==> src/logic/aircb_defs.svh <==
`ifndef AIRCB_DEFS_SVH
`define AIRCB_DEFS_SVH

// Register indices on the serial control port
`define AIRCB_ADDR_SOFT_RESET   7'h00
`define AIRCB_ADDR_MODE_DIVIDE  7'h31
`define AIRCB_ADDR_SEL_PAIR_A   7'h3a
`define AIRCB_ADDR_SEL_PAIR_B   7'h3b
`define AIRCB_ADDR_BIAS_CM      7'h50
`define AIRCB_ADDR_FS_TRIM      7'h55

// Field positions
`define AIRCB_SOFT_RESET_BIT    0
`define AIRCB_CHAN_LSB          0
`define AIRCB_DIV_LSB           8
`define AIRCB_SEL_LO_LSB        0
`define AIRCB_SEL_HI_LSB        8
`define AIRCB_BIAS_LSB          0
`define AIRCB_CM_LSB            4
`define AIRCB_TRIM_LSB          0

// Reset values
`define AIRCB_RST_DIV           2'h0
`define AIRCB_RST_CHAN          3'h4
`define AIRCB_RST_SEL_CORE1     5'h02
`define AIRCB_RST_SEL_CORE2     5'h04
`define AIRCB_RST_SEL_CORE3     5'h08
`define AIRCB_RST_SEL_CORE4     5'h10
`define AIRCB_RST_BIAS          3'h0
`define AIRCB_RST_CM            2'h1
`define AIRCB_RST_TRIM          6'h20

// Frame layout and timing
`define AIRCB_FRAME_BITS        5'd24
`define AIRCB_ADDR_BITS         5'd8
`define AIRCB_READ_FLAG_BIT     23
`define AIRCB_HALF_CYCLES       8
`define AIRCB_HALF_MIN          8

`endif

==> src/logic/aircb_pkg.sv <==
package aircb_pkg;

   // One-hot crosspoint select, bit 0 always zero
   typedef logic [4:0] aircb_src_sel_t;

   // Host sequencer states
   typedef enum logic [4:0] {
      AIRCB_ST_IDLE = 5'b00001,
      AIRCB_ST_LOW  = 5'b00010,
      AIRCB_ST_HIGH = 5'b00100,
      AIRCB_ST_END  = 5'b01000,
      AIRCB_ST_GAP  = 5'b10000
   } aircb_host_state_t;

endpackage

==> src/logic/aircb_ctrl_if.sv <==
`timescale 1ns/1ps
interface aircb_ctrl_if;
   logic sclk;
   logic sen_n;
   logic sdata;
   logic sdout;

   modport dev (
      input  sclk,
      input  sen_n,
      input  sdata,
      output sdout
   );

   modport host (
      output sclk,
      output sen_n,
      output sdata,
      input  sdout
   );
endinterface

==> src/logic/aircb_device.sv <==
`timescale 1ns/1ps
`include "aircb_defs.svh"
// Function
// RL1: Divide input clock by 1, 2, 4, 8.
// RL2: Prescale code resets to divide by one.
// RL3: Software may match divisor to channel count.
// RL4: Five-bit one-hot source select per core.
// RL5: Cores default to inputs one to four.
// RL6: Core selects at bits 4:0, 12:8.
// RL7: Select changes apply when command ends.
// RL8: Six-bit full-scale trim, midcode means none.
// RL9: Higher trim code never gives less range.
// RL10: Bias code decode; codes 001-011 forbidden.
// RL11: Bias bits 2:0, buffer strength bits 5:4.
// RL12: Software may switch or raise buffer.
// RL13: Buffer code: off, low, medium, highest.
// RL14: Channel count must be exactly one-hot.
// RL15: Fields hold until rewritten; unused bits zero.
module aircb_device (
   // Clock and reset
   input  wire logic                  clk_i,
   input  wire logic                  reset_i,
   // Serial control port
   aircb_ctrl_if.dev                  ctrl,
   // Clock prescaler
   output logic                       sample_strobe_o,
   output logic [1:0]                 clk_divide_code_o,
   output logic [2:0]                 channel_count_o,
   // Crosspoint selects
   output aircb_pkg::aircb_src_sel_t  core1_source_select_o,
   output aircb_pkg::aircb_src_sel_t  core2_source_select_o,
   output aircb_pkg::aircb_src_sel_t  core3_source_select_o,
   output aircb_pkg::aircb_src_sel_t  core4_source_select_o,
   // Analog trims
   output logic [5:0]                 full_scale_trim_code_o,
   output logic [2:0]                 core_bias_code_o,
   output logic [1:0]                 cm_buffer_strength_code_o,
   output logic                       cm_buffer_enable_o
);

   // Low-bit mask of the prescale divisor
   function automatic logic [2:0] div_mask(input logic [1:0] code);
      unique case (code)
         2'h0:    div_mask = 3'h0;
         2'h1:    div_mask = 3'h1;
         2'h2:    div_mask = 3'h3;
         2'h3:    div_mask = 3'h7;
      endcase
   endfunction

   // Pin synchronisers
   logic        sclk_s1_reg;
   logic        sclk_s2_reg;
   logic        sclk_d_reg;
   logic        sen_s1_reg;
   logic        sen_s2_reg;
   logic        sen_d_reg;
   logic        sdata_s1_reg;
   logic        sdata_s2_reg;

   // Frame capture
   logic [23:0] shift_reg;
   logic [4:0]  bit_cnt_reg;
   logic [15:0] rd_shift_reg;

   // Configuration fields
   logic [1:0]                 div_reg;
   logic [2:0]                 chan_reg;
   aircb_pkg::aircb_src_sel_t  sel1_reg;
   aircb_pkg::aircb_src_sel_t  sel2_reg;
   aircb_pkg::aircb_src_sel_t  sel3_reg;
   aircb_pkg::aircb_src_sel_t  sel4_reg;
   logic [2:0]                 bias_reg;
   logic [1:0]                 cm_reg;
   logic                       cm_en_reg;
   logic [5:0]                 trim_reg;

   // Prescaler
   logic [2:0]  div_cnt_reg;
   logic [2:0]  div_cnt_next;
   logic        strobe_reg;

   // No logic looks at the first stage; edge detects use the second and delayed stages
   always_ff @(posedge clk_i or posedge reset_i) begin
      if (reset_i) begin
         sclk_s1_reg  <= 1'b0;
         sclk_s2_reg  <= 1'b0;
         sclk_d_reg   <= 1'b0;
         sen_s1_reg   <= 1'b1;
         sen_s2_reg   <= 1'b1;
         sen_d_reg    <= 1'b1;
         sdata_s1_reg <= 1'b0;
         sdata_s2_reg <= 1'b0;
      end else begin
         sclk_s1_reg  <= ctrl.sclk;
         sclk_s2_reg  <= sclk_s1_reg;
         sclk_d_reg   <= sclk_s2_reg;
         sen_s1_reg   <= ctrl.sen_n;
         sen_s2_reg   <= sen_s1_reg;
         sen_d_reg    <= sen_s2_reg;
         sdata_s1_reg <= ctrl.sdata;
         sdata_s2_reg <= sdata_s1_reg;
      end
   end

   // Frame decode
   wire         sclk_rise   = sclk_s2_reg & ~sclk_d_reg & ~sen_s2_reg;
   wire         frame_end   = sen_s2_reg & ~sen_d_reg;
   wire [23:0]  shift_next  = {shift_reg[22:0], sdata_s2_reg};
   wire [6:0]   frame_addr  = shift_reg[22:16];
   wire [15:0]  frame_data  = shift_reg[15:0];
   wire         frame_write = frame_end & (bit_cnt_reg == `AIRCB_FRAME_BITS)
                              & ~shift_reg[`AIRCB_READ_FLAG_BIT];
   wire         addr_done   = sclk_rise & (bit_cnt_reg == `AIRCB_ADDR_BITS - 5'd1);
   wire         rd_request  = addr_done & shift_next[7];
   wire [6:0]   rd_addr     = shift_next[6:0];

   // Write strobes per register
   wire wr_soft  = frame_write & (frame_addr == `AIRCB_ADDR_SOFT_RESET)
                   & frame_data[`AIRCB_SOFT_RESET_BIT];
   wire wr_mode  = frame_write & (frame_addr == `AIRCB_ADDR_MODE_DIVIDE);
   wire wr_sel_a = frame_write & (frame_addr == `AIRCB_ADDR_SEL_PAIR_A);
   wire wr_sel_b = frame_write & (frame_addr == `AIRCB_ADDR_SEL_PAIR_B);
   wire wr_bias  = frame_write & (frame_addr == `AIRCB_ADDR_BIAS_CM);
   wire wr_trim  = frame_write & (frame_addr == `AIRCB_ADDR_FS_TRIM);

   // Readback words, unused positions zero
   wire [15:0] rd_mode  = {6'h00, div_reg, 5'h00, chan_reg};            // [RL15]
   wire [15:0] rd_sel_a = {3'h0, sel2_reg[4:1], 1'b0, 3'h0, sel1_reg[4:1], 1'b0}; // [RL4]
   wire [15:0] rd_sel_b = {3'h0, sel4_reg[4:1], 1'b0, 3'h0, sel3_reg[4:1], 1'b0}; // [RL6]
   wire [15:0] rd_bias  = {10'h000, cm_reg, 1'b0, bias_reg};            // [RL11]
   wire [15:0] rd_trim  = {10'h000, trim_reg};                          // [RL8]
   wire [15:0] rd_word  = (rd_addr == `AIRCB_ADDR_MODE_DIVIDE) ? rd_mode  :
                          (rd_addr == `AIRCB_ADDR_SEL_PAIR_A)  ? rd_sel_a :
                          (rd_addr == `AIRCB_ADDR_SEL_PAIR_B)  ? rd_sel_b :
                          (rd_addr == `AIRCB_ADDR_BIAS_CM)     ? rd_bias  :
                          (rd_addr == `AIRCB_ADDR_FS_TRIM)     ? rd_trim  : 16'h0000;

   // Bit counter saturates so an overlong frame is never taken
   always_ff @(posedge clk_i or posedge reset_i) begin
      if (reset_i) begin
         shift_reg   <= 24'h000000;
         bit_cnt_reg <= 5'h00;
      end else if (sen_s2_reg) begin
         bit_cnt_reg <= frame_end ? bit_cnt_reg : 5'h00;
      end else if (sclk_rise) begin
         shift_reg   <= shift_next;
         bit_cnt_reg <= (bit_cnt_reg == 5'h1f) ? bit_cnt_reg : bit_cnt_reg + 5'h01;
      end
   end

   // Read data leaves msb first, one bit per clock rise
   always_ff @(posedge clk_i or posedge reset_i) begin
      if (reset_i) begin
         rd_shift_reg <= 16'h0000;
      end else if (sen_s2_reg) begin
         rd_shift_reg <= 16'h0000;
      end else if (rd_request) begin
         rd_shift_reg <= rd_word;
      end else if (sclk_rise) begin
         rd_shift_reg <= {rd_shift_reg[14:0], 1'b0};
      end
   end

   // Mode and divider; applied only when the frame closes
   always_ff @(posedge clk_i or posedge reset_i) begin
      if (reset_i) begin
         div_reg  <= `AIRCB_RST_DIV;                                    // [RL2]
         chan_reg <= `AIRCB_RST_CHAN;
      end else if (wr_soft) begin
         div_reg  <= `AIRCB_RST_DIV;                                    // [RL2]
         chan_reg <= `AIRCB_RST_CHAN;
      end else if (wr_mode) begin
         div_reg  <= frame_data[`AIRCB_DIV_LSB +: 2];                   // [RL15]
         chan_reg <= frame_data[`AIRCB_CHAN_LSB +: 3];
      end
   end

   // Crosspoint; no power-down needed, bit 0 forced to zero
   always_ff @(posedge clk_i or posedge reset_i) begin
      if (reset_i) begin
         sel1_reg <= `AIRCB_RST_SEL_CORE1;                              // [RL5]
         sel2_reg <= `AIRCB_RST_SEL_CORE2;
         sel3_reg <= `AIRCB_RST_SEL_CORE3;
         sel4_reg <= `AIRCB_RST_SEL_CORE4;
      end else if (wr_soft) begin
         sel1_reg <= `AIRCB_RST_SEL_CORE1;                              // [RL5]
         sel2_reg <= `AIRCB_RST_SEL_CORE2;
         sel3_reg <= `AIRCB_RST_SEL_CORE3;
         sel4_reg <= `AIRCB_RST_SEL_CORE4;
      end else begin
         if (wr_sel_a) begin                                            // [RL7]
            sel1_reg <= {frame_data[`AIRCB_SEL_LO_LSB + 1 +: 4], 1'b0}; // [RL6]
            sel2_reg <= {frame_data[`AIRCB_SEL_HI_LSB + 1 +: 4], 1'b0}; // [RL4]
         end
         if (wr_sel_b) begin                                            // [RL7]
            sel3_reg <= {frame_data[`AIRCB_SEL_LO_LSB + 1 +: 4], 1'b0}; // [RL6]
            sel4_reg <= {frame_data[`AIRCB_SEL_HI_LSB + 1 +: 4], 1'b0};
         end
      end
   end

   // Bias, buffer strength and full-scale trim
   always_ff @(posedge clk_i or posedge reset_i) begin
      if (reset_i) begin
         bias_reg <= `AIRCB_RST_BIAS;                                   // [RL10]
         cm_reg   <= `AIRCB_RST_CM;                                     // [RL13]
         cm_en_reg <= |`AIRCB_RST_CM;
         trim_reg <= `AIRCB_RST_TRIM;                                   // [RL8]
      end else if (wr_soft) begin
         bias_reg <= `AIRCB_RST_BIAS;
         cm_reg   <= `AIRCB_RST_CM;
         cm_en_reg <= |`AIRCB_RST_CM;
         trim_reg <= `AIRCB_RST_TRIM;
      end else begin
         if (wr_bias) begin
            bias_reg <= frame_data[`AIRCB_BIAS_LSB +: 3];               // [RL11]
            cm_reg   <= frame_data[`AIRCB_CM_LSB +: 2];                 // [RL11]
            // Enable kept in its own flop so the pin has no gate after it
            cm_en_reg <= |frame_data[`AIRCB_CM_LSB +: 2];               // [RL13]
         end
         if (wr_trim) begin
            trim_reg <= frame_data[`AIRCB_TRIM_LSB +: 6];               // [RL8]
         end
      end
   end

   // Strobe one cycle in every 1, 2, 4 or 8
   assign div_cnt_next = div_cnt_reg + 3'h1;

   always_ff @(posedge clk_i or posedge reset_i) begin
      if (reset_i) begin
         div_cnt_reg <= 3'h0;
         strobe_reg  <= 1'b0;
      end else begin
         div_cnt_reg <= div_cnt_next;
         strobe_reg  <= (div_cnt_next & div_mask(div_reg)) == 3'h0;     // [RL1]
      end
   end

   // Outputs straight from flops; trim code is plain binary, so monotonic
   assign sample_strobe_o           = strobe_reg;
   assign clk_divide_code_o         = div_reg;
   assign channel_count_o           = chan_reg;
   assign core1_source_select_o     = sel1_reg;
   assign core2_source_select_o     = sel2_reg;
   assign core3_source_select_o     = sel3_reg;
   assign core4_source_select_o     = sel4_reg;
   assign full_scale_trim_code_o    = trim_reg;                         // [RL9]
   assign core_bias_code_o          = bias_reg;
   assign cm_buffer_strength_code_o = cm_reg;
   assign cm_buffer_enable_o        = cm_en_reg;                        // [RL13]
   assign ctrl.sdout                = rd_shift_reg[15];

endmodule

==> src/flat_wrapper.sv <==
// flat-port wrapper written by rule: the top's interface ports become plain ports
module aircb_device_flat 
  (clk_i, reset_i, sample_strobe_o, clk_divide_code_o, channel_count_o, core1_source_select_o, core2_source_select_o, core3_source_select_o, core4_source_select_o, full_scale_trim_code_o, core_bias_code_o, cm_buffer_strength_code_o, cm_buffer_enable_o, ctrl_sclk, ctrl_sen_n, ctrl_sdata, ctrl_sdout);
  aircb_ctrl_if ctrl_i ();
  input  wire logic clk_i;
  input  wire logic reset_i;
  output logic sample_strobe_o;
  output logic [1:0] clk_divide_code_o;
  output logic [2:0] channel_count_o;
  output aircb_pkg::aircb_src_sel_t core1_source_select_o;
  output aircb_pkg::aircb_src_sel_t core2_source_select_o;
  output aircb_pkg::aircb_src_sel_t core3_source_select_o;
  output aircb_pkg::aircb_src_sel_t core4_source_select_o;
  output logic [5:0] full_scale_trim_code_o;
  output logic [2:0] core_bias_code_o;
  output logic [1:0] cm_buffer_strength_code_o;
  output logic cm_buffer_enable_o;
  input wire logic [$bits(ctrl_i.sclk)-1:0] ctrl_sclk;
  input wire logic [$bits(ctrl_i.sen_n)-1:0] ctrl_sen_n;
  input wire logic [$bits(ctrl_i.sdata)-1:0] ctrl_sdata;
  output wire logic [$bits(ctrl_i.sdout)-1:0] ctrl_sdout;
  assign ctrl_i.sclk = ctrl_sclk;
  assign ctrl_i.sen_n = ctrl_sen_n;
  assign ctrl_i.sdata = ctrl_sdata;
  assign ctrl_sdout = ctrl_i.sdout;
  aircb_device u_core (.clk_i(clk_i), .reset_i(reset_i), .ctrl(ctrl_i), .sample_strobe_o(sample_strobe_o), .clk_divide_code_o(clk_divide_code_o), .channel_count_o(channel_count_o), .core1_source_select_o(core1_source_select_o), .core2_source_select_o(core2_source_select_o), .core3_source_select_o(core3_source_select_o), .core4_source_select_o(core4_source_select_o), .full_scale_trim_code_o(full_scale_trim_code_o), .core_bias_code_o(core_bias_code_o), .cm_buffer_strength_code_o(cm_buffer_strength_code_o), .cm_buffer_enable_o(cm_buffer_enable_o));
endmodule
==> config.mk <==
export PLATFORM = sky130hd
export DESIGN_NAME = aircb_device_flat
export DESIGN_NICKNAME = d
export VERILOG_FILES = /design/src/logic/aircb_pkg.sv /design/src/logic/aircb_ctrl_if.sv /design/src/logic/aircb_device.sv /design/src/flat_wrapper.sv
export VERILOG_INCLUDE_DIRS = /design/src /design/src/logic
export SDC_FILE = /design/constraint.sdc
export NUM_CORES = 1
export LEC_CHECK = 0
export BUFFER_PORTS_ARGS = -buffer_cell sky130_fd_sc_hd__buf_2
export CAP_MARGIN = 20
export CORE_MARGIN = 3
export CORE_UTILIZATION = 45
export CTS_BUF_LIST = sky130_fd_sc_hd__clkbuf_2
export DETAILED_ROUTE_END_ITERATION = 16
export MAX_ROUTING_LAYER = met4
export PLACE_DENSITY = 0.65
export SLEW_MARGIN = 20
export SYNTH_ARGS = -nofsm -noshare
export SYNTH_HDL_FRONTEND = slang
export SYNTH_SLANG_ARGS = --single-unit
==> constraint.sdc <==
create_clock -name clk_i -period 2.2 [get_ports clk_i]
set_input_delay 0 -clock clk_i [delete_from_list [all_inputs] [get_ports clk_i]]
set_output_delay 0 -clock clk_i [all_outputs]
set_load 0.1 [all_outputs]
# Yosys cells after proc, flatten, opt, wreduce, memory -nomap -nowiden
# Cells that the tools add are included.
totals:
  regBits: 94
  latchBits: 0
  ram_bits: 0
  rom_bits: 0
  inputBits: 5
  output_inout_bits: 39
  elab_cells: 108
  n_memories: 0
op_classes:
  n_addsub: 2
  mul: 0
  n_div: 0
  n_lt_le_gt_ge: 0
  n_eq_ne: 18
  shifts: 0
  n_mux: 33
  n_bitwise: 19
  reduce_logical: 13
op_table:
  columns: ["op", "count"]
  rows:
  - ["2-to-1 mux 16 bit", 7]
  - ["2-to-1 mux 5 bit", 12]
  - ["== test 7 x 6 -> 1 bit (second input constant)", 6]
  - ["== test 7 bit (second input constant)", 4]
  - ["2-to-1 mux 6 bit", 3]
  - ["bitwise AND 1 bit", 14]
  - ["2-to-1 mux 3 bit", 4]
  - ["case mux 3 bit (4 select lines)", 1]
  - ["nonzero test 2 bit", 6]
  - ["== test 5 bit (second input constant)", 2]
  - ["2-to-1 mux 2 bit", 4]
  - ["zero test 7 bit", 1]
  - ["adder 5 x 1 -> 5 bit (second input constant)", 1]
  - ["== test 5 x 3 -> 1 bit (second input constant)", 1]
  - ["== test 2 bit (second input constant)", 2]
  - ["inverter 1 bit", 4]
  - ["adder 3 x 1 -> 3 bit (second input constant)", 1]
  - ["bitwise AND 3 bit", 1]
  - ["zero test 3 bit", 1]
  - ["AND reduction 3 bit", 1]
  - ["nonzero test 3 bit", 1]
  - ["== test 2 x 1 -> 1 bit (second input constant)", 1]
  - ["zero test 2 bit", 1]
  - ["2-to-1 mux 1 bit", 2]
  - ["other kinds (4)", 4]

# Logic depth before layout (Yosys ltp)
# Gate-level depths: netlist (run 1).
depth:
  ltp_word: 8
  depth_mapped: 8
  mapped_depth_nobuf: 7

# Least setup slack after synthesis (run 1)
# OpenSTA, ideal clock, no wires.
synth_path:
  path_kind: "register to register"
  from: "register u_core.bit_cnt_reg[0]"
  to: "register u_core.bit_cnt_reg[3]"
  setup_time_ns: 0.122
  arrival_ns: 2.038
  t_required_ns: 2.078
  path_slack_ns: 0.040
  stages_incl_launch_ff: 8
  n_path_buf: 0
  synth_period_minus_slack_ns: 2.160
  cell_sequence: "dfrtp_1 ha_1 and3_1 ha_1 nor4b_1 nand4_1 xnor2_1 a21oi_1"
synth_between:
  elab_chain_cells: 4
  word_cells_on_any_way: 7
  cone_classes: "1 x add/sub; 2 x eq/ne; 3 x mux; 1 x reduce/logical"
synth_rtl:
  columns: ["item", "line_no", "rtl"]
  rows:
  - ["from (decl)", "aircb_device.sv:63", "logic [4:0] bit_cnt_reg;"]
  - ["from (signal assigned)", "aircb_device.sv:145", "bit_cnt_reg <= frame_end ? bit_cnt_reg : 5'h00;"]
  - ["from (signal assigned)", "aircb_device.sv:148", "bit_cnt_reg <= (bit_cnt_reg == 5'h1f) ? bit_cnt_reg : bit_cnt_reg + 5'h01;"]
  - ["adder 5 x 1 -> 5 bit", "aircb_device.sv:148", null]
  - ["2-to-1 mux 5 bit", "aircb_device.sv:148", null]
  - ["2-to-1 mux 5 bit", "aircb_device.sv:146", "end else if (sclk_rise) begin"]
  - ["2-to-1 mux 5 bit", "aircb_device.sv:144", "end else if (sen_s2_reg) begin"]
# Parallel ways exist; a longest one is shown, timed or not. The select of a mux whose other input is x is not followed.
# A chain may end at the register's enable or synchronous reset.

# Final worst setup path (run 1)
layout_path:
  from: "register u_core.shift_reg[17]"
  to: "register u_core.bias_reg[0], in the netlist u_core.core_bias_code_o[0]"
layout_between:
  elab_chain_cells: 4
  word_cells_on_any_way: 7
  cone_classes: "1 x eq/ne; 1 x mux; 3 x bitwise; 2 x reduce/logical"
layout_rtl:
  columns: ["item", "line_no", "rtl"]
  rows:
  - ["from (decl)", "aircb_device.sv:62", "logic [23:0] shift_reg;"]
  - ["from (signal assigned)", "aircb_device.sv:147", "shift_reg <= shift_next;"]
  - ["zero test 7 bit (no line)", null, null]
  - ["bitwise AND 1 bit (2 in a row)", "aircb_device.sv:119", "wire wr_soft = frame_write & (frame_addr == `AIRCB_ADDR_SOFT_RESET)"]
  - ["2-to-1 mux 3 bit / nonzero test 2 bit (equally long branches)", null, null]
  - ["to (signal assigned)", "aircb_device.sv:206", "bias_reg <= `AIRCB_RST_BIAS;"]
  - ["to (signal assigned)", "aircb_device.sv:211", "bias_reg <= `AIRCB_RST_BIAS;"]
  - ["to (signal assigned)", "aircb_device.sv:217", "bias_reg <= frame_data[`AIRCB_BIAS_LSB +: 3];"]
  - ["to (decl)", "aircb_device.sv:73", "logic [2:0] bias_reg;"]
# Parallel ways exist; a longest one is shown, timed or not.

==> metrics.txt, run 1 <==
RSZ-0062 raised after global routing no; Yosys top cell area share 0.486; Post-CTS Setup Inserts 0; pins over their slew limit 0; status complete, no violations; final setup fails 0; first-pass GRT wire length 15.2 mm; simple-gate area share of the yosys netlist 0.204; largest family of logic cells by synthesized area simple AND/OR/NAND/NOR gates; Synth Area in XOR/XNOR 0.00647; Design Power 3010 uW; DRT Pass-1 Iters 4; Num CTS Buffers 9; Net Sw Frac 0.278; Fill cells 829; n_diodes 0; vias per cell 5.41; Die W 101 um; register area 2270 um^2; CTS tree yes; maximum clock frequency 0.491 GHz; IO Count 44; Chip Height 101 um; initial drt markers 191; multi-input gate area in the final layout 1680 um^2; Final Cycle Share 0.925; async set-reset flop share out of synthesis 1.00; Synth cell types 51; Worst-Margin Slew 0.710 ns; layout cell share with drive strength beyond 1 0.215; Routed Antenna Nets 0; uppermost layer routed met4; wire length on met2 4.11 mm; post-synthesis compound-gate area fraction 0.0896; area leader, netlist dfrtp_1; Gate power share 0.078; routed len/inst 16.8 um; Final min period 2.03 ns; core area 8760 um^2; Psw 837 uW; Post-Route Skew 0.0395 ns; largest net degree at the start of global routing 91; Setup Crit Path Kind flip-flop to flip-flop; final hold vios 0; Syn. warnings 0; Seq/Total Area, Yosys 0.558; post-synthesis mux area share 0.0936; vias in the first global route 2873; DRC 0; clock share of power 0.324; Post-Syn Area 4060 um^2; Area Growth Syn to Fin 13.5%; placer congestion estimate 0.858; worst skew pair latency 0.56 ns; Seq cells post-synth 90; Max Buffers Root-to-Sink 2; wire length on met1 4.54 mm; Nets 442; Seq pwr share 0.598; grt ovf 0; worst hold slack 0.0562 ns; top cells by area, synth dfrtp_1, mux2i_1, nand2_1, dfstp_2, nor2_1; crit path capture type flip-flop; Max VDD drop 0.309 mV; Post-synth EDFFs 0; fraction of the mapped netlist area in adder cells 0.0123; flip-flop count of the largest register after layout 24; WP data required 2.63 ns; Reg clk slew, reported paths 0.27 ns; Hold Crit Class input port to flip-flop; Power per Cell Area 653 nW/um^2; post-placement cell area 4400 um^2; Sink Count 90; via count 2955; Root Buffer clkbuf_2; die area 10200 um^2; Leak 0.00243 uW; Row Count 34; H-tree depth 3; I/O Buffers 39; crit path launch type flip-flop; design area 4610 um^2; initial antenna violation count 0; DPL Wire Length 6.37 mm; synthesized instance count 385; max_slew headroom 0.526; Primary FF master, synth dfrtp_1; total track usage 0.197; average size of a mapped cell 10.6 um^2; routed wl met3 437 um; most frequent cells in the layout nand2_1, dfrtp_1, buf_2; Critical Path AT 2.47 ns; commonest non-fill, non-tap cell in the layout nand2_1; Routed WL 9.18 mm; Pint 2180 uW; crit-path max FO 8; TNS Setup 0 ns; max-cap violations 0; Initial Util 0.464
==> metrics by stage <==
step / instances / setup slack, ns / util
floorplan: 388 / 0.0398 / -
global placement: 525 / 0.192 / 0.502
finish: 546 / 0.165 / 0.526
CTS: 545 / 0.132 / 0.524
detailed placement: 525 / 0.166 / 0.502
global route: 546 / 0.0207 / 0.526
==> worst paths after layout <==
| path | to | cells past startpoint | slack [ns] | startpoint |
|---|---|---|---|---|
| min in group asynchronous | u_core.shift_reg[17]$_DFFE_PP0P_ | 4 | 0.09 | reset_i |
| setup / recovery | u_core.core_bias_code_o[0]$_DFFE_PP0P_ | 4 | 0.17 | u_core.shift_reg[17]$_DFFE_PP0P_ |
| hold / removal | u_core.sdata_s1_reg$_DFF_PP0_ | 2 | 0.06 | ctrl_sdata |
| hold reg to reg | u_core.sdata_s2_reg$_DFF_PP0_ | 0 | 0.39 | u_core.sdata_s1_reg$_DFF_PP0_ |
| max in group asynchronous | u_core.cm_buffer_strength_code_o[0]$_DFFE_PP1P_ | 4 | 1.74 | reset_i |
| setup reg to reg | u_core.core_bias_code_o[0]$_DFFE_PP0P_ | 4 | 0.17 | u_core.shift_reg[17]$_DFFE_PP0P_ |
==> area by class of cell <==
type	count	area share
inverters	6	0.00570
well taps	108	0.0293
repair buffers	58	0.0787
clock buffers	9	0.00976
clock inverters	7	0.0220
multi-input cells	268	0.363
flip-flops and latches	90	0.491
==> what timing repair did <==
| item | 4_1_cts | 5_1_grt |
|---|---|---|
| setup endpoints to repair | 0 | 6 |
| endpoints found under the hold margin | 93 | 1 |
| hold buffers | 4 | 1 |
| gates resized for setup | 0 | 2 |
==> kinds of logic (layout without fill, tap and decap cells) <==
kind of cell             Yosys count  in the layout
AO/OA/AOI/OAI                     53             53
other                              1              4
XOR/XNOR                           3              3
buffers and inverters             30             80
multiplexers                      38             38
adder cells (fa/ha/maj)            4              4
flip-flops                        90             90
AND/OR/NAND/NOR                  166            166
==> metal layers <==
layer,up-vias,GRT usage
li1,1411,-
met4,0,0.0481
met5,-,-
met2,78,0.273
met1,1455,0.293
met3,11,0.0457
==> synth_stat cells (all sizes together), types with 2 or more instances <==
cell type	instances
nor2b	3
a32oi	2
dfrtp	79
nor4	3
a21oi	6
ha	4
nand3	3
clkbuf	11
o21ai	15
xor2	2
nor3b	2
nor2	31
nand2b	4
nor3	4
mux2i	38
inv	6
nand2	94
dfstp	11
nand4b	2
or2	2
o31ai	4
or4b	5
or3b	2
a22oi	11
buf	13
a22o	10
nand4bb	2
==> worst max-delay path: stages (launching register included) <==
cell	delay (ns)
dfrtp_1	0.50
or4b_4	0.58
or4b_4	0.60
o211ai_1	0.13
o21ai_0	0.10
==> power groups by stage <==
stage / Combinational [uW] / Sequential [uW] / Clock, uW
after floorplan: 205 / 1770 / 0
after global placement: 227 / 1820 / 0
after detailed placement: 229 / 1830 / 0
after CTS: 235 / 1800 / 1010
after global routing: 267 / 1810 / 1090
final: 234 / 1800 / 978
Power figures use the tool's default switching activity.
==> run 2: changes to the inputs <==
--- a/config.mk
+++ b/config.mk
@@ -9,8 +9,10 @@
 export BUFFER_PORTS_ARGS = -buffer_cell sky130_fd_sc_hd__buf_2
 export CAP_MARGIN = 20
+export CORE_ASPECT_RATIO = 1.1
 export CORE_MARGIN = 3
 export CORE_UTILIZATION = 45
 export CTS_BUF_LIST = sky130_fd_sc_hd__clkbuf_2
 export DETAILED_ROUTE_END_ITERATION = 16
+export GPL_ROUTABILITY_DRIVEN = 0
 export MAX_ROUTING_LAYER = met4
 export PLACE_DENSITY = 0.65
==> constraint.sdc (replaced) <==
create_clock -name clk_i -period 2.2 [get_ports clk_i]
set_input_delay 0.55 -clock clk_i [delete_from_list [all_inputs] [get_ports clk_i]]
set_output_delay 0.55 -clock clk_i [all_outputs]
set_load 0.1 [all_outputs]
==> run 2 against run 1 <==
Compared with the run above: sequential cell count stayed put; register-to-register slack hardly changed; critical path type is now flip-flop to output port; cell area is 0.49% lower; maximum frequency is 1.6% lower; critical endpoint is now core1_source_select_o[3]; count of clock-buffer cells in the layout stayed put; routed wire length is 0.78% lower; first-iteration DRC count stayed put; hold slack better by 0.032 ns; sequential share of layout area is 0.24 points higher; largest cell class unchanged.
==> metrics.txt, run 2 (same netlist as run 1, synthesis figures left out) <==
Num CTS Buffers 9 (unchanged); Area Growth Syn to Fin 13.0% (was 13.5%); H-tree depth 3 (unchanged); Initial Util 0.473 (was 0.464); flip-flop count of the largest register after layout 24 (unchanged); vias in the first global route 2748 (was 2873); WP buf/inv 1 (was 0); Max VDD drop 0.327 mV (was 0.309 mV); DRT Pass-1 Iters 4 (unchanged); RSZ-0062 raised after global routing no (unchanged); Top Family by Delay on Critical Path flip-flops (was simple AND/OR/NAND/NOR gates); first-pass GRT wire length 15.1 mm (was 15.2 mm); CP max stage cell dfrtp_1 (was or4b_4); Root Buffer clkbuf_2 (unchanged); core area 8580 um^2 (was 8760 um^2); status complete, no violations (unchanged); met2 Track Usage GR 0.266 (was 0.273); Post-Route Skew 0.0280 ns (was 0.0395 ns); Chip Height 106 um (was 101 um); commonest non-fill, non-tap cell in the layout nand2_1 (unchanged); Post-CTS Setup Inserts 0 (unchanged); Reg clk slew, reported paths 0.28 ns (was 0.27 ns); grt ovf 0 (unchanged); max-cap violations 0 (unchanged); total track usage 0.193 (was 0.197); most frequent cells in the layout nand2_1, dfrtp_1, mux2i_1 (was nand2_1, dfrtp_1, buf_2); pins over their slew limit 0 (unchanged); worst path cell trace buf_2 (was or4b_4 > or4b_4 > o211ai_1 > o21ai_0); initial drt markers 191 (unchanged); Max Buffers Root-to-Sink 2 (unchanged); Setup Crit Path Kind flip-flop to output port (was flip-flop to flip-flop); Routed WL 9.11 mm (was 9.18 mm); WP data required 1.65 ns (was 2.63 ns); maximum clock frequency 0.484 GHz (was 0.491 GHz); Final Cycle Share 0.939 (was 0.925); Power per Cell Area 618 nW/um^2 (was 653 nW/um^2); die area 10200 um^2 (about the same); crit-path max FO 3 (was 8); Final min period 2.07 ns (was 2.03 ns); I/O Buffers 39 (unchanged); Worst-Margin Slew 0.649 ns (was 0.710 ns); via count 2954 (was 2955); crit path capture type output port (was flip-flop); final hold vios 0 (unchanged); vias per cell 5.37 (was 5.41); Row Count 35 (was 34); Most Crowded Layer GR met1 (unchanged); Die W 96.6 um (was 101 um); worst hold slack 0.0882 ns (was 0.0562 ns); initial antenna violation count 1 (was 0); Routed Antenna Nets 0 (unchanged); DPL Wire Length 6.38 mm (was 6.37 mm); max_slew headroom 0.567 (was 0.526); routed len/inst 16.6 um (was 16.8 um); TNS Setup 0 ns (unchanged); Nets 442 (unchanged); CTS tree yes (unchanged); DRC 0 (unchanged); met3 Resource Use GR 0.0331 (was 0.0457); GRT met1 Usage 0.285 (was 0.293); layout cell share with drive strength beyond 1 0.221 (was 0.215); final setup fails 0 (unchanged); Critical Path AT 1.52 ns (was 2.47 ns); crit path launch type flip-flop (unchanged); worst skew pair latency 0.55 ns (was 0.56 ns); Critical Path Max Stage Delay 0.50 ns (was 0.60 ns); largest net degree at the start of global routing 91 (unchanged); Sink Count 90 (unchanged); Leak 0.00241 uW (was 0.00243 uW); Hold Crit Class input port to asynchronous set/reset pin (was input port to flip-flop); IO Count 44 (unchanged)
[run 2: worst paths after layout]
path	startpoint	end	slack, ns	cells after the start
setup / recovery	u_core.core1_source_select_o[3]$_DFFE_PP0P_	core1_source_select_o[3]	0.13	1
hold / removal	reset_i	u_core.bit_cnt_reg[2]$_DFFE_PP0P_	0.09	3
setup reg to reg	u_core.bit_cnt_reg[0]$_DFFE_PP0P_	u_core.bit_cnt_reg[3]$_DFFE_PP0P_	0.17	8
hold reg to reg	u_core.sen_s1_reg$_DFF_PP1_	u_core.sen_s2_reg$_DFF_PP1_	0.37	0
max in group asynchronous	reset_i	u_core.core1_source_select_o[1]$_DFFE_PP1P_	1.72	3
min in group clk_i	ctrl_sclk	u_core.sclk_s1_reg$_DFF_PP0_	0.10	1
[run 2: routing by layer]
| layer | routed length [um] | part of all wire |
|---|---|---|
| met5 | 0 | 0 |
| met4 | 96 | 0.011 |
| met3 | 379 | 0.042 |
| met2 | 4040 | 0.44 |
| met1 | 4590 | 0.50 |
[run 2: through the flow]
stage,instance area (um^2),util,std cells,total power (uW),worst slack (ns)
finish,4590,0.535,550,2830,0.133
global route,4590,0.535,550,2990,0.0248
CTS,4550,0.530,547,2880,0.00466
detailed placement,4430,0.516,531,2050,0.209
global placement,4430,0.516,531,2050,0.252
floorplan,4080,-,388,1980,0.0398
[run 2: power breakdown]
part	switching (uW)	total [uW]	internal [uW]	leakage [uW]
clock	622	804	182	0.0000649
combinational	158	235	76.7	0.00116
sequential	85.5	1800	1710	0.00119
[run 2: repair_timing]
action,in CTS,in global routing
endpoints found under the hold margin,0,2
resized for setup,5,4
setup endpoints to repair,5,7
hold buffers,0,2
[run 2: area by class of cell]
class	instances	area, um^2
antenna	1	2.50
timing repair buffer	58	375
clock inverter	7	66.3
multi-input combinational	268	1670
clock buffer	9	45.0
tap	111	139
sequential	90	2270
fill	797	3990
inverter	6	26.3
==> run 3: changes to the inputs <==
Settings changed: REMOVE_ABC_BUFFERS set to 1.
==> run 3 against run 2 <==
Compared with the run above: sequential power barely moved; setup slack worse by 0.042 ns; sequential cell count unchanged; count of clock-buffer cells in the layout unchanged; critical path type unchanged; largest power group unchanged; highest routed layer unchanged.
==> metrics.txt, run 3 (same netlist as run 1, synthesis figures left out) <==
status complete, no violations (unchanged); Hold Crit Class input port to flip-flop (was input port to asynchronous set/reset pin); WP data required 1.65 ns (about the same); initial drt markers 138 (was 191); final std cells w/o fill 549 (was 550); WP buf/inv 1 (unchanged); Nets 442 (unchanged); layout cell share with drive strength beyond 1 0.217 (was 0.221); DRT Pass-1 Iters 4 (unchanged); most frequent cells in the layout nand2_1, dfrtp_1, mux2i_1 (unchanged); Num CTS Buffers 9 (unchanged); Power per Cell Area 657 nW/um^2 (was 618 nW/um^2); Design Power 3050 uW (was 2830 uW); Setup Crit Path Kind flip-flop to output port (unchanged); worst path cell trace buf_2 (unchanged); worst skew pair latency 0.60 ns (was 0.55 ns); crit path capture type output port (unchanged); Chip Height 106 um (unchanged); Reg clk slew, reported paths 0.25 ns (was 0.28 ns); core area 8580 um^2 (unchanged); I/O Buffers 39 (unchanged); Critical Path Max Stage Delay 0.52 ns (was 0.50 ns); first-pass GRT wire length 15.3 mm (was 15.1 mm); FF-to-FF path depth 5 (was 8); CTS tree yes (unchanged); Final min period 2.11 ns (was 2.07 ns); max_slew headroom 0.662 (was 0.567); Worst-Margin Slew 0.500 ns (was 0.649 ns); final hold vios 0 (unchanged); Routed Antenna Nets 0 (unchanged); Die W 96.6 um (unchanged); Sink Count 90 (unchanged); maximum clock frequency 0.474 GHz (was 0.484 GHz); routed len/inst 16.7 um (was 16.6 um); Max VDD drop 0.333 mV (was 0.327 mV); die area 10200 um^2 (unchanged); Stages on worst setup path 1 (unchanged); Row Count 35 (unchanged); Area Growth Syn to Fin 14.1% (was 13.0%); CP max stage cell dfrtp_1 (unchanged); H-tree depth 3 (unchanged); Root Buffer clkbuf_2 (unchanged); dpl cells 531 (unchanged); max-cap violations 0 (unchanged); Initial Util 0.473 (unchanged); Fill cells 811 (was 797); pins over their slew limit 0 (unchanged); commonest non-fill, non-tap cell in the layout nand2_1 (unchanged); IO Count 44 (unchanged); DRC 0 (unchanged); initial antenna violation count 0 (was 1); DPL Wire Length 6.51 mm (was 6.38 mm); grt ovf 0 (unchanged); total track usage 0.193 (about the same); vias in the first global route 2926 (was 2748); final setup fails 0 (unchanged); RSZ-0062 raised after global routing no (unchanged); via count 2984 (was 2954); Routed WL 9.15 mm (was 9.11 mm); Critical Path AT 1.56 ns (was 1.52 ns); Leak 0.00243 uW (was 0.00241 uW); largest net degree at the start of global routing 37 (was 91); Top Family by Delay on Critical Path flip-flops (unchanged); crit-path max FO 5 (was 3); flip-flop count of the largest register after layout 24 (unchanged); Final Cycle Share 0.958 (was 0.939); hold path depth 1; Post-Route Skew 0.0451 ns (was 0.0280 ns); n_diodes 0 (was 1); crit path launch type flip-flop (unchanged); Max Buffers Root-to-Sink 2 (unchanged); vias per cell 5.44 (was 5.37)
-- run 3: through the flow --
step	hold WS [ns]	util	area, um^2	setup TNS, ns	worst slack [ns]
finish	0.0666	0.540	4640	0	0.0914
global route	0.00430	0.540	4640	0	0.00471
CTS	0.00735	0.537	4610	0	0.00436
detailed placement	0.337	0.519	4450	0	0.195
global placement	0.332	0.519	4450	0	0.238
floorplan	0.331	-	3950	-59.38	-0.667
-- run 3: metal layers --
metal  vias up  GRT usage  routed length [um]
met5         -          -                   0
met4         0     0.0752                 166
met3        13     0.0357                 371
met2        61      0.309                4540
met1      1495      0.245                4070
li1       1415          -                   -
-- run 3: final timing paths --
kind | startpoint | to | slack [ns]
min in group asynchronous | reset_i | u_core.full_scale_trim_code_o[2]$_DFFE_PP0P_ | 0.48
max reg2reg | u_core.sen_s2_reg$_DFF_PP1_ | u_core.core1_source_select_o[4]$_DFFE_PP0P_ | 0.19
min reg2reg | u_core.sen_s1_reg$_DFF_PP1_ | u_core.sen_s2_reg$_DFF_PP1_ | 0.38
max | u_core.clk_divide_code_o[0]$_DFFE_PP0P_ | clk_divide_code_o[0] | 0.09
max in group asynchronous | reset_i | u_core.channel_count_o[2]$_DFFE_PP1P_ | 1.11
min | ctrl_sdata | u_core.sdata_s1_reg$_DFF_PP0_ | 0.07
-- run 3: layout make-up --
| cell class | instances | area, um^2 | share of cell area |
|---|---|---|---|
| clock buffers | 9 | 45.0 | 0.00971 |
| clock inverters | 7 | 100 | 0.0216 |
| inverters | 6 | 23.8 | 0.00513 |
| multi-input cells | 268 | 1660 | 0.359 |
| flip-flops and latches | 90 | 2270 | 0.489 |
| well taps | 111 | 139 | 0.0300 |
| repair buffers | 58 | 400 | 0.0863 |
-- run 3: where the power goes --
group | internal, uW | leakage, uW | switching (uW) | total, uW
clock network | 385 | 0.0000804 | 623 | 1010
logic | 80.4 | 0.00116 | 160 | 241
registers | 1710 | 0.00119 | 89.4 | 1800
total | 2180 | 0.00243 | 873 | 3050
-- run 3: repair_timing --
action / in CTS / in global routing
buffers inserted: 0 / 0
hold endpoints to repair: 21 / 1
gates resized for setup: 2 / 6
hold buffers: 1 / 1
endpoints found under the setup margin: 2 / 6
